### src/rtl/pdrc_defs.vh
// register offsets, field positions and reset values for the oscillator/ramp bank
// assumes an 8-bit offset space reached by the configuration port
`ifndef PDRC_DEFS_VH
`define PDRC_DEFS_VH
`define PDRC_OFF_RAMP       8'h30
`define PDRC_OFF_FRAC0      8'h31
`define PDRC_OFF_FRAC1      8'h32
`define PDRC_OFF_FRAC2      8'h33
`define PDRC_OFF_FRAC3      8'h34
`define PDRC_OFF_STEP       8'h35
`define PDRC_OFF_INT_LO     8'h36
`define PDRC_OFF_INT_HI     8'h37
`define PDRC_OFF_PAGE       8'hFF
`define PDRC_RAMP_SLOPE_HI  5
`define PDRC_RAMP_SLOPE_LO  4
`define PDRC_RAMP_EN_BIT    3
`define PDRC_RAMP_DIV_HI    2
`define PDRC_STEP_INC_BIT   3
`define PDRC_STEP_DEC_BIT   2
`define PDRC_STEP_FREE_BIT  1
`define PDRC_STEP_MASK_BIT  0
`define PDRC_INT_HI_MSB     7
`define PDRC_INT_HI_LSB     6
`define PDRC_SYNC_BIT       5
`define PDRC_SPARE_HI       4
`define PDRC_RESET_VAL      8'h00
`define PDRC_PULSE_IDLE     1'h0
`define PDRC_BANK_PAGE      8'h00
`define PDRC_IDLE_READ      8'h00
`define PDRC_RAMP_WMASK     8'h3F
`define PDRC_STEP_WMASK     8'h0F
`define PDRC_RAMP_DIV_LO    0
`define PDRC_SLOPE_0P2      2'h0
`define PDRC_SLOPE_2        2'h1
`define PDRC_SLOPE_20       2'h2
`define PDRC_SLOPE_200      2'h3
`endif

### src/rtl/pdrc_regs.v
// oscillator control and frequency ramp register bank for the first pll
// assumes a simple write/read strobe port from the serial configuration decoder
//
// Contract
// - ramp slope bits 5:4 pick 0.2, 2, 20 or 200 ppm/s.
// - ramp enable bit 3 turns ramping on; resets to zero.
// - ramp bits 2:0 hold the divider value exactly as written.
// - fractional code is four read-write bytes at 31h..34h, reset zero.
// - writing one to 35h bit 3 requests a frequency increase.
// - writing one to 35h bit 2 requests a frequency decrease.
// - 35h bit 1 enables free-run mode; resets to zero.
// - 35h bit 0 masks oscillator control; bits 7:4 reserved, reset zero.
// - integer code is 36h bits 7:0 plus 37h bits 7:6.
// - 37h bit 5 enables sync mode; bits 4:0 spare storage.
// - page select at FFh on every page, read-write, reset zero.
`timescale 1ns/1ps
`include "pdrc_defs.vh"

module pdrc_regs
(
    input  wire        I_CLK,
    input  wire        I_RST,
    input  wire        i_wr_en,
    input  wire        i_rd_en,
    input  wire [7:0]  i_addr,
    input  wire [7:0]  i_wdata,
    output reg  [7:0]  o_rdata,
    output wire [7:0]  o_page,
    output wire        o_ramp_en,
    output wire [1:0]  o_ramp_slope,
    output wire [2:0]  o_ramp_div,
    output wire [31:0] o_frac_code,
    output wire [9:0]  o_int_code,
    output wire        o_step_up,
    output wire        o_step_down,
    output wire        o_free_run,
    output wire        o_osc_mask,
    output wire        o_sync_mode
);

    // ****************************************
    // storage
    // ****************************************
    reg  [7:0]  ramp_q;
    reg  [7:0]  frac_q [0:3];
    reg  [7:0]  step_q;
    reg  [7:0]  int_lo_q;
    reg  [7:0]  int_hi_q;
    reg  [7:0]  page_q;
    reg         inc_pulse_q;
    reg         dec_pulse_q;
    wire        bank_open;
    wire        wr_page;
    wire        wr_ramp;
    wire [3:0]  wr_frac;
    wire        wr_step;
    wire        wr_int_lo;
    wire        wr_int_hi;
    wire        both_req;

    // ****************************************
    // write decode
    // ****************************************
    // page select answers on any page; the bank itself only on its own page
    assign bank_open = (page_q == `PDRC_BANK_PAGE);
    assign wr_page   = i_wr_en && (i_addr == `PDRC_OFF_PAGE);
    assign wr_ramp   = i_wr_en && bank_open && (i_addr == `PDRC_OFF_RAMP);
    assign wr_frac   = {4{i_wr_en && bank_open}} & {(i_addr == `PDRC_OFF_FRAC3),
                                                    (i_addr == `PDRC_OFF_FRAC2),
                                                    (i_addr == `PDRC_OFF_FRAC1),
                                                    (i_addr == `PDRC_OFF_FRAC0)};
    assign wr_step   = i_wr_en && bank_open && (i_addr == `PDRC_OFF_STEP);
    assign wr_int_lo = i_wr_en && bank_open && (i_addr == `PDRC_OFF_INT_LO);
    assign wr_int_hi = i_wr_en && bank_open && (i_addr == `PDRC_OFF_INT_HI);
    // both bits in one write cancel
    assign both_req  = i_wdata[`PDRC_STEP_INC_BIT] && i_wdata[`PDRC_STEP_DEC_BIT];

    // ****************************************
    // write side
    // ****************************************
    // page register
    always @(posedge I_CLK or posedge I_RST)
    begin
        if (I_RST)
            page_q <= `PDRC_RESET_VAL;
        else if (wr_page)
            page_q <= i_wdata;
    end

    always @(posedge I_CLK or posedge I_RST)
    begin
        if (I_RST)
            ramp_q <= `PDRC_RESET_VAL;
        else if (wr_ramp)
            ramp_q <= i_wdata & `PDRC_RAMP_WMASK;
    end

    // free run and mask; reserved bits stay zero
    // request bits kept so software reads back what it wrote
    always @(posedge I_CLK or posedge I_RST)
    begin
        if (I_RST)
            step_q <= `PDRC_RESET_VAL;
        else if (wr_step)
            step_q <= i_wdata & `PDRC_STEP_WMASK;
    end

    always @(posedge I_CLK or posedge I_RST)
    begin
        if (I_RST)
            int_lo_q <= `PDRC_RESET_VAL;
        else if (wr_int_lo)
            int_lo_q <= i_wdata;
    end

    // integer high bits, sync, spare storage
    always @(posedge I_CLK or posedge I_RST)
    begin
        if (I_RST)
            int_hi_q <= `PDRC_RESET_VAL;
        else if (wr_int_hi)
            int_hi_q <= i_wdata;
    end

    // four fractional bytes at consecutive offsets
    genvar g;
    generate
        for (g = 0; g < 4; g = g + 1)
        begin : g_frac
            always @(posedge I_CLK or posedge I_RST)
            begin
                if (I_RST)
                    frac_q[g] <= `PDRC_RESET_VAL;
                else if (wr_frac[g])
                    frac_q[g] <= i_wdata;
            end
            assign o_frac_code[8*g+7:8*g] = frac_q[g];
        end
    endgenerate

    // ****************************************
    // step requests
    // ****************************************
    // one pulse per write of one; both together give no change
    // a held level would step again every cycle, so only the write asks
    // increase request
    always @(posedge I_CLK or posedge I_RST)
    begin
        if (I_RST)
            inc_pulse_q <= `PDRC_PULSE_IDLE;
        else
            inc_pulse_q <= wr_step && i_wdata[`PDRC_STEP_INC_BIT] && !both_req;
    end

    always @(posedge I_CLK or posedge I_RST)
    begin
        if (I_RST)
            dec_pulse_q <= `PDRC_PULSE_IDLE;
        else
            dec_pulse_q <= wr_step && i_wdata[`PDRC_STEP_DEC_BIT] && !both_req;
    end

    // ****************************************
    // read side
    // ****************************************
    always @(posedge I_CLK or posedge I_RST)
    begin
        if (I_RST)
            o_rdata <= `PDRC_RESET_VAL;
        else if (i_rd_en)
        begin
            if (i_addr == `PDRC_OFF_PAGE)
                o_rdata <= page_q;
            else if (!bank_open)
                o_rdata <= `PDRC_IDLE_READ;
            else
            begin
                case (i_addr)
                    `PDRC_OFF_RAMP:   o_rdata <= ramp_q;
                    `PDRC_OFF_FRAC0:  o_rdata <= frac_q[0];
                    `PDRC_OFF_FRAC1:  o_rdata <= frac_q[1];
                    `PDRC_OFF_FRAC2:  o_rdata <= frac_q[2];
                    `PDRC_OFF_FRAC3:  o_rdata <= frac_q[3];
                    `PDRC_OFF_STEP:   o_rdata <= step_q;
                    `PDRC_OFF_INT_LO: o_rdata <= int_lo_q;
                    `PDRC_OFF_INT_HI: o_rdata <= int_hi_q;
                    default:          o_rdata <= `PDRC_IDLE_READ;
                endcase
            end
        end
    end

    // ****************************************
    // outputs
    // ****************************************
    // active page
    assign o_page       = page_q;
    // ramp active only while bit set
    assign o_ramp_en    = ramp_q[`PDRC_RAMP_EN_BIT];
    // slope code to the ramp engine
    assign o_ramp_slope = ramp_q[`PDRC_RAMP_SLOPE_HI:`PDRC_RAMP_SLOPE_LO];
    assign o_ramp_div   = ramp_q[`PDRC_RAMP_DIV_HI:`PDRC_RAMP_DIV_LO];
    assign o_int_code   = {int_lo_q, int_hi_q[`PDRC_INT_HI_MSB:`PDRC_INT_HI_LSB]};
    assign o_step_up    = inc_pulse_q;
    assign o_step_down  = dec_pulse_q;
    assign o_free_run   = step_q[`PDRC_STEP_FREE_BIT];
    assign o_osc_mask   = step_q[`PDRC_STEP_MASK_BIT];
    assign o_sync_mode  = int_hi_q[`PDRC_SYNC_BIT];

endmodule // pdrc_regs

### config.mk
export PLATFORM = sky130hd
export DESIGN_NAME = pdrc_regs
export DESIGN_NICKNAME = d
export VERILOG_FILES = /design/src/rtl/pdrc_regs.v
export VERILOG_INCLUDE_DIRS = /design/src /design/src/rtl
export SDC_FILE = /design/constraint.sdc
export NUM_CORES = 1
export LEC_CHECK = 0
export ABC_AREA = 1
export BUFFER_PORTS_ARGS = -buffer_cell sky130_fd_sc_hd__buf_2
export CAP_MARGIN = 20
export CORE_MARGIN = 8
export CORE_UTILIZATION = 49
export DETAILED_ROUTE_END_ITERATION = 8
export HOLD_SLACK_MARGIN = 0.1
export PLACE_DENSITY = 0.77
export SKIP_CTS_REPAIR_TIMING = 1
export SLEW_MARGIN = 20
export SYNTH_ARGS = -nofsm -noshare
export SYNTH_HDL_FRONTEND = slang
export SYNTH_SLANG_ARGS = --single-unit
### constraint.sdc
create_clock -name I_CLK -period 2.3 [get_ports I_CLK]
set_input_delay 0.46 -clock I_CLK [delete_from_list [all_inputs] [get_ports I_CLK]]
set_output_delay 0.46 -clock I_CLK [all_outputs]
set_load 0.005 [all_outputs]
==> flow_metrics.env, run 1 <==
export IMPL_cts_tree="done"
export IMPL_crit_path_max_incr_delay_ps=410
export IMPL_grt_pass1_vias=3597
export IMPL_p_clk_frac=0.395
export IMPL_cts_clk_slew_worst_paths_ps=90
export IMPL_crit_fanout=15
export IMPL_synth_top_cells_by_count="156 x nand2_1, 76 x dfrtp_1, 44 x nand3_1"
export IMPL_ys_warn_count=0
export IMPL_worst_hold_path_type="in -> async"
export IMPL_grt_pass1_wl_um=17500
export IMPL_max_freq_mhz=561
export IMPL_setup_viol=0
export IMPL_critPathArrivalTime_ps=2020
export IMPL_max_cap_violations=0
export IMPL_fin_nets=581
export IMPL_leakage_uw=0.00251
export IMPL_critPathCaptureType="flop"
export IMPL_worst_pin_slew_ps=589
export IMPL_gp_congestion=0.932
export IMPL_grt_ovfl_total=0
export IMPL_synth_top_area_frac=0.499
export IMPL_vias=3508
export IMPL_post_route_cells_drive_above_1_share=0.233
export IMPL_p_switching_uw=628
export IMPL_port_buffers=88
export IMPL_drt_wl_total_um=10400
export IMPL_post_route_period_util=0.775
export IMPL_syn_avg_cell_area_um2=8.04
export IMPL_drc=0
export IMPL_crit_slowest_cell="dfrtp_1"
export IMPL_yosys_cell_count_top_type="nand2_1"
export IMPL_cts_root_buf="clkbuf_8"
export IMPL_maxSlewViolCount=0
export IMPL_ys_flop_type="dfrtp_1"
export IMPL_power_share_switching=0.248
export IMPL_fin_skew_ps=12.6
export IMPL_die_w_um=104
export IMPL_ir_worst_vdd_mv=0.340
export IMPL_combPwrFrac=0.066
export IMPL_syn_inst=474
export IMPL_seqPwrFrac=0.539
export IMPL_hpwl_um=7870
export IMPL_yosys_top_cells_area="dfrtp_1 50%, nand2_1 15%, nand3_1 5.8%"
export IMPL_min_period_ps=1780
export IMPL_path_cells="inv_1 > nand4_1 > nor2_1 > nand2_1 > buf_4 > nor2_4 > nand2_1 > o21a_1"
export IMPL_numCtsBuffers=9
export IMPL_grtUsageTotal=0.198
export IMPL_total_power_uw=2530
export IMPL_yosys_area_top_type="dfrtp_1"
export IMPL_die_h_um=104
export IMPL_synth_seq_cells=76
export IMPL_drtIter0Drc=170
export IMPL_hold_violations=0
export IMPL_drtPass1Iterations=5
export IMPL_insertion_delay_ps=350
export IMPL_synth_cell_types=23
export IMPL_coreArea_um2=7650
export IMPL_critPathMostFrequentCell="nand2_1"
export IMPL_grt_max_degree=77
export IMPL_synth_edf_count=0
export IMPL_clock_sinks=76
export IMPL_die_area_um2=10900
export IMPL_areaGrowthSynthToFinish_pct=18.2
export IMPL_power_internal_uw=1900
export IMPL_maxSlewHeadroom=0.606
export IMPL_startpoint="o_page[7]"
export IMPL_status="finished clean"
export IMPL_async_flop_share=1.00
export IMPL_worstSetupStartpointType="flop"
export IMPL_r2r_start="o_page[7]"
export IMPL_diodes=0
export IMPL_start_util=0.499
export IMPL_antenna_found_initial=1
export IMPL_power_density_nw_per_um2=562
export IMPL_cts_max_level=3
export IMPL_rows=32
export IMPL_required_ps=2540
export IMPL_fillers=703
export IMPL_syn_nets=494
export IMPL_grt_setup_unrepaired="false"
export IMPL_wl_per_cell_um=15.5
export IMPL_avgViaCountPerCell=5.25
export IMPL_yosysSeqAreaShare=0.499
export IMPL_cts_max_path_buffers=2
export IMPL_boundaryPins=89
export IMPL_crit_type="reg -> reg"
export IMPL_syn_cell_area_um2=3810
export IMPL_antenna_left=0
export IMPL_finalSetupTns_ps=0
-- flip-flops by register name (all words and copies together) (netlist names) --
| signal | count |
|---|---|
| int_hi_q | 8 |
| int_lo_q | 8 |
| o_frac_code | 32 |
| o_page | 8 |
| o_rdata | 8 |
| o_step_down | 1 |
| o_step_up | 1 |
| ramp_q | 6 |
| step_q | 4 |
-- layer usage --
layer  vias up  track usage  share of wire
li1       1691            -              -
met1      1671        0.232           0.41
met2       124        0.342           0.50
met3        20       0.0465          0.059
met4         2       0.0755          0.022
met5         -            0         0.0012
-- metrics by stage --
| step | instance area [um^2] | utilization | setup slack, ps | instances | hold WS (ps) |
|---|---|---|---|---|---|
| floorplan | 3820 | - | 836 | 474 | 443 |
| global placement | 4320 | 0.564 | 452 | 652 | 464 |
| detailed placement | 4320 | 0.564 | 386 | 652 | 467 |
| CTS | 4510 | 0.589 | 524 | 668 | 234 |
| global route | 4510 | 0.589 | 331 | 668 | 258 |
| finish | 4510 | 0.589 | 517 | 668 | 205 |
-- final timing paths --
check                                  end  slack (ps)  cells past startpoint
setup / recovery           o_frac_code[25]         520                      8
hold / removal             o_frac_code[30]         210                      3
setup reg to reg           o_frac_code[25]         520                      8
hold reg to reg                 o_rdata[7]         480                      2
max in group asynchronous       o_rdata[1]        1760                      3
min in group I_CLK               o_step_up         310                      2
-- worst max-delay path: cells and delay by family, from the launching register on --
kind,cells,cell delay [ps]
buffers and inverters,2,310
AND/OR/NAND/NOR,5,840
flip-flops,1,410
AO/OA/AOI/OAI,1,110
-- power by group through the flow --
stage	Combinational [uW]	Clock (uW)	Sequential [uW]
floorplan	87.1	0	1390
global placement	168	0	1390
detailed placement	169	0	1390
CTS	171	1010	1360
global route	186	1070	1370
finish	167	1000	1360
-- area by class of cell --
cell class	instances	area [um^2]	area share
repair buffers	97	520	0.115
clock buffers	10	128	0.0283
well taps	102	128	0.0283
clock inverters	6	65.1	0.0144
inverters	40	154	0.0341
multi-input cells	337	1610	0.357
flip-flops and latches	76	1900	0.422
-- cells by family (layout without fill, tap and decap cells) --
group                  count (synthesis)  count (layout)  synth area share
AOI/OAI and AO/OA                     76              76             0.116
buffers and inverters                 61             153            0.0784
DFF                                   76              76             0.499
and+or+nand+nor                      261             261             0.307
-- cells in the final DEF, fill, tap and decap left out --
cell type / synthesis / routed
clkinvlp_4: 0 / 2
nand3_1: 44 / 44
buf_4: 11 / 8
nand4_1: 4 / 4
inv_1: 39 / 38
clkbuf_8: 0 / 9
o21ai_1: 3 / 3
nand4_2: 1 / 1
nor2_8: 1 / 1
clkinv_2: 0 / 2
nor2_2: 2 / 2
a21oi_1: 6 / 6
nor3_4: 1 / 1
dfrtp_1: 76 / 76
buf_12: 0 / 1
buf_2: 5 / 88
nand2_4: 1 / 1
inv_2: 1 / 1
o21a_1: 24 / 24
nor2_4: 9 / 9
nand2_2: 3 / 3
clkbuf_1: 2 / 1
nor2_1: 38 / 38
nand2_1: 156 / 156
clkinv_4: 0 / 2
o21ai_0: 43 / 43
nor3_1: 1 / 1
bufinv_16: 0 / 1
(Power assumes the default switching activity.)
==> run 2, diff against run 1 <==
--- a/config.mk
+++ b/config.mk
@@ -10,10 +10,10 @@
 export BUFFER_PORTS_ARGS = -buffer_cell sky130_fd_sc_hd__buf_2
 export CAP_MARGIN = 20
 export CORE_MARGIN = 8
-export CORE_UTILIZATION = 49
+export CORE_UTILIZATION = 54
 export DETAILED_ROUTE_END_ITERATION = 8
 export HOLD_SLACK_MARGIN = 0.1
-export PLACE_DENSITY = 0.77
+export PLACE_DENSITY = 0.8
 export SKIP_CTS_REPAIR_TIMING = 1
 export SLEW_MARGIN = 20
 export SYNTH_ARGS = -nofsm -noshare
==> constraint.sdc (replaced) <==
create_clock -name I_CLK -period 1.8 [get_ports I_CLK]
set_input_delay 0.36 -clock I_CLK [delete_from_list [all_inputs] [get_ports I_CLK]]
set_output_delay 0.36 -clock I_CLK [all_outputs]
set_load 0.005 [all_outputs]
==> flow_metrics.env, run 2 (synthesis results as in run 1) <==
export IMPL_diodes=0
export IMPL_layout_common_cells="156 x nand2_1, 88 x buf_2, 76 x dfrtp_1"
export IMPL_total_power_uw=3260
export IMPL_r2r_start="o_page[3]"
export IMPL_die_w_um=100
export IMPL_grt_pass1_wl_um=17300
export IMPL_cts_tree="done"
export IMPL_cts_max_path_buffers=2
export IMPL_insertion_delay_ps=360
export IMPL_seqPwrFrac=0.535
export IMPL_ir_worst_vdd_mv=0.493
export IMPL_grtUsageTotal=0.219
export IMPL_power_share_switching=0.254
export IMPL_drc=0
export IMPL_drtPass1Iterations=5
export IMPL_grt_max_degree=40
export IMPL_rows=30
export IMPL_max_freq_mhz=597
export IMPL_finalSetupTns_ps=0
export IMPL_grt_setup_unrepaired="false"
export IMPL_cts_max_level=3
export IMPL_holdWs_ps=196
export IMPL_hold_violations=0
export IMPL_drt_wl_total_um=10600
export IMPL_min_period_ps=1670
export IMPL_crit_fanout=20
export IMPL_setup_viol=0
export IMPL_status="finished clean"
export IMPL_worstSetupStartpointType="flop"
export IMPL_fin_skew_ps=10.3
export IMPL_clock_sinks=76
export IMPL_drtIter0Drc=229
export IMPL_hpwl_um=7990
export IMPL_critPathArrivalTime_ps=1930
export IMPL_worst_hold_path_type="in -> reg"
export IMPL_p_switching_uw=827
export IMPL_fin_area_um2=4570
export IMPL_port_buffers=88
export IMPL_grt_pass1_vias=3504
export IMPL_power_internal_uw=2430
export IMPL_power_density_nw_per_um2=712
export IMPL_leakage_uw=0.00255
export IMPL_areaGrowthSynthToFinish_pct=20.0
export IMPL_antenna_found_initial=2
export IMPL_post_route_period_util=0.930
export IMPL_place_ws_ps=66.4
export IMPL_die_h_um=100
export IMPL_largest_register_ffs=32
export IMPL_worst_pin_slew_ps=406
export IMPL_boundaryPins=89
export IMPL_grt_ovfl_total=0
export IMPL_fillers=607
export IMPL_gp_congestion=0.903
export IMPL_wl_per_cell_um=15.9
export IMPL_final_common_cell="nand2_1"
export IMPL_die_area_um2=10000
export IMPL_cts_clk_slew_worst_paths_ps=80
export IMPL_combPwrFrac=0.068
export IMPL_critPathCaptureType="flop"
export IMPL_hold_path_startpoint="i_wdata[3]"
export IMPL_cts_root_buf="clkbuf_8"
export IMPL_maxSlewViolCount=0
export IMPL_place_area_um2=4370
export IMPL_startpoint="o_page[3]"
export IMPL_post_route_cells_drive_above_1_share=0.244
export IMPL_antenna_left=0
export IMPL_numCtsBuffers=9
export IMPL_max_cap_violations=0
export IMPL_fin_nets=589
export IMPL_start_util=0.558
export IMPL_setup_ws_ps=125
export IMPL_p_clk_frac=0.396
export IMPL_maxSlewHeadroom=0.729
export IMPL_avgViaCountPerCell=5.35
export IMPL_required_ps=2050
export IMPL_coreArea_um2=6830
export IMPL_crit_type="reg -> reg"
export IMPL_vias=3583
-- run 2: cell types whose count changed in the layout (fill, tap and decap cells not counted), sizes merged --
| cell | delta |
|---|---|
| clkbuf | -1 |
| clkinv | -1 |
| buf | +7 |
| dlygate4sd3 | +1 |
| clkinvlp | +2 |
-- run 2: final cells by class --
cell class	count	area [um^2]	area share
clock buffers	9	124	0.0271
inverters	40	154	0.0336
clock inverters	7	67.6	0.0148
well taps	96	120	0.0263
repair buffers	105	596	0.130
flip-flops and latches	76	1900	0.416
multi-input cells	337	1610	0.352
-- run 2: worst paths after layout --
check / end / depth (start not counted) / slack (ps)
max: o_frac_code[18] / 9 / 130
min in group asynchronous: o_rdata[5] / 3 / 540
min reg2reg: o_rdata[7] / 2 / 490
max reg2reg: o_frac_code[18] / 9 / 130
min: o_step_down / 2 / 200
max in group asynchronous: ramp_q[5] / 4 / 680
-- run 2: power by group through the flow --
| stage | registers [uW] | logic [uW] | clock network (uW) |
|---|---|---|---|
| final | 1740 | 222 | 1290 |
| after detailed placement | 1780 | 222 | 0 |
| after floorplan | 1780 | 111 | 0 |
| after CTS | 1740 | 223 | 1310 |
| after global placement | 1780 | 219 | 0 |
| after global routing | 1750 | 250 | 1370 |
-- run 2: metrics by stage --
step | utilization | cells
3_5_place_dp | 0.640 | 653
6_report | 0.670 | 670
4_1_cts | 0.668 | 669
3_3_place_gp | 0.640 | 653
2_1_floorplan | - | 474
5_1_grt | 0.670 | 670
-- run 2: layer usage --
layer	track usage	up-vias	part of all wire
li1	-	1711	-
met1	0.261	1690	0.40
met4	0.0942	4	0.022
met2	0.366	153	0.49
met5	0	-	0.0023
met3	0.0547	25	0.077
-- run 2: worst max-delay path, cell delays in order, from the launching register on --
cell and delay, ps:
dfrtp_1 380, inv_1 100, nand4_1 120, nor2_1 130, nand2_1 100, buf_12 170, nor3_4 100, buf_4 230
nand2_1 100, o21a_1 120
==> run 3, diff against run 2 <==
--- a/config.mk
+++ b/config.mk
@@ -10,10 +10,11 @@
 export BUFFER_PORTS_ARGS = -buffer_cell sky130_fd_sc_hd__buf_2
 export CAP_MARGIN = 20
 export CORE_MARGIN = 8
-export CORE_UTILIZATION = 54
+export CORE_UTILIZATION = 55
+export CTS_BUF_LIST = sky130_fd_sc_hd__clkbuf_8
 export DETAILED_ROUTE_END_ITERATION = 8
 export HOLD_SLACK_MARGIN = 0.1
-export PLACE_DENSITY = 0.8
+export PLACE_DENSITY = 0.81
 export SKIP_CTS_REPAIR_TIMING = 1
 export SLEW_MARGIN = 20
 export SYNTH_ARGS = -nofsm -noshare
==> flow_metrics.env, run 3 (synthesis results as in run 1) <==
export IMPL_status="finished clean"
export IMPL_die_area_um2=9850
export IMPL_final_cell_count_no_fill=656
export IMPL_critPathCaptureType="flop"
export IMPL_coreArea_um2=6760
export IMPL_setup_viol=0
export IMPL_holdPathEnd="o_step_up"
export IMPL_grt_util_met3=0.0426
export IMPL_maxSlewViolCount=0
export IMPL_worstSetupStartpointType="flop"
export IMPL_cts_tree="done"
export IMPL_seqPwrFrac=0.519
export IMPL_drtPass1Iterations=5
export IMPL_gr_usage_met2=0.382
export IMPL_clock_sinks=76
export IMPL_rows=30
export IMPL_largest_register_ffs=32
export IMPL_antenna_left=0
export IMPL_diodes=0
export IMPL_post_route_cells_drive_above_1_share=0.247
export IMPL_reg2regPathDepth=9
export IMPL_vias=3616
export IMPL_p_switching_uw=799
export IMPL_power_density_nw_per_um2=729
export IMPL_final_common_cell="nand2_1"
export IMPL_required_ps=2030
export IMPL_grtUsageTotal=0.222
export IMPL_die_w_um=99.3
export IMPL_hold_violations=0
export IMPL_cts_root_buf="clkbuf_8"
export IMPL_ir_worst_vdd_mv=0.450
export IMPL_avgViaCountPerCell=5.51
export IMPL_insertion_delay_ps=350
export IMPL_reg2reg_to="o_frac_code[27]"
export IMPL_hold_path_startpoint="i_wdata[2]"
export IMPL_cts_clk_slew_worst_paths_ps=80
export IMPL_power_internal_uw=2560
export IMPL_hpwl_um=8180
export IMPL_antenna_found_initial=0
export IMPL_wl_per_cell_um=16.6
export IMPL_layout_common_cells="156 x nand2_1, 88 x buf_2, 76 x dfrtp_1"
export IMPL_use_met1=0.271
export IMPL_start_util=0.564
export IMPL_r2r_start="o_page[5]"
export IMPL_timing_reg2reg_setup_slack_ps=120
export IMPL_max_freq_mhz=596
export IMPL_min_delay_path_depth=2
export IMPL_drt_wl_total_um=10900
export IMPL_grt_ovfl_total=0
export IMPL_placed_cells_incl_taps=637
export IMPL_worst_hold_path_type="in -> reg"
export IMPL_total_power_uw=3360
export IMPL_crit_type="reg -> reg"
export IMPL_grt_pass1_wl_um=17600
export IMPL_grt_max_degree=41
export IMPL_drc=0
export IMPL_crit_fanout=18
export IMPL_fin_nets=592
export IMPL_numCtsBuffers=9
export IMPL_busiest_layer="met2"
export IMPL_maxSlewHeadroom=0.741
export IMPL_post_route_period_util=0.932
export IMPL_p_clk_frac=0.414
export IMPL_combPwrFrac=0.067
export IMPL_gp_congestion=0.908
export IMPL_fin_skew_ps=11.8
export IMPL_min_period_ps=1680
export IMPL_cts_max_path_buffers=2
export IMPL_drtIter0Drc=237
export IMPL_power_share_switching=0.238
export IMPL_cts_max_level=3
export IMPL_boundaryPins=89
export IMPL_critPathArrivalTime_ps=1910
export IMPL_die_h_um=99.3
export IMPL_leakage_uw=0.00258
export IMPL_grt_pass1_vias=3592
export IMPL_max_cap_violations=0
export IMPL_port_buffers=88
export IMPL_areaGrowthSynthToFinish_pct=20.9
export IMPL_worst_pin_slew_ps=389
-- run 3: cell type report --
type	instances	area, um^2
fill	603	2150
sequential	76	1900
multi-input combinational	337	1610
timing repair buffer	108	634
inverter	40	154
clock buffer	9	124
tap	80	100
clock inverter	6	81.3
-- run 3: worst max-delay path, stage by stage (launching register included) --
cell	delay [ps]
dfrtp_1	380
inv_1	110
nand4_1	140
nor2_2	150
nand2_1	90
buf_6	190
nor2_4	190
buf_12	140
nand2_1	50
o21a_1	120
-- run 3: worst max-delay path by stage --
stage	cells after the start	slack [ps]	end	from
2_1_floorplan	9	360	int_hi_q[0]	o_page[6]
3_3_place_gp	8	150	o_frac_code[10]	i_addr[3]
3_5_place_dp	8	90	o_frac_code[25]	o_page[7]
4_1_cts	8	60	o_frac_code[25]	o_page[5]
5_1_grt	9	-20	o_frac_code[24]	o_page[5]
6_report	9	120	o_frac_code[27]	o_page[5]
-- run 3: routing by layer --
metal,vias to the layer above,part of all wire
met5,-,0
li1,1706,-
met1,1753,0.43
met4,0,0.017
met3,24,0.057
met2,133,0.50
-- run 3: power by group through the flow --
stage	Sequential [uW]	Clock [uW]	Combinational, uW
finish	1740	1390	224
global placement	1780	0	219
floorplan	1780	0	111
detailed placement	1780	0	224
CTS	1740	1390	225
global route	1750	1460	249
-- run 3: through the flow --
step	utilization	cell area, um^2	setup slack, ps	setup TNS [ps]	hold slack (ps)
after floorplan	-	3820	363	0	426
after global placement	0.644	4350	147	0	319
after detailed placement	0.644	4350	88.4	0	328
after CTS	0.675	4560	64.8	0	-36.9
after global routing	0.682	4610	-17.7	-41.0	215
final	0.682	4610	122	0	199
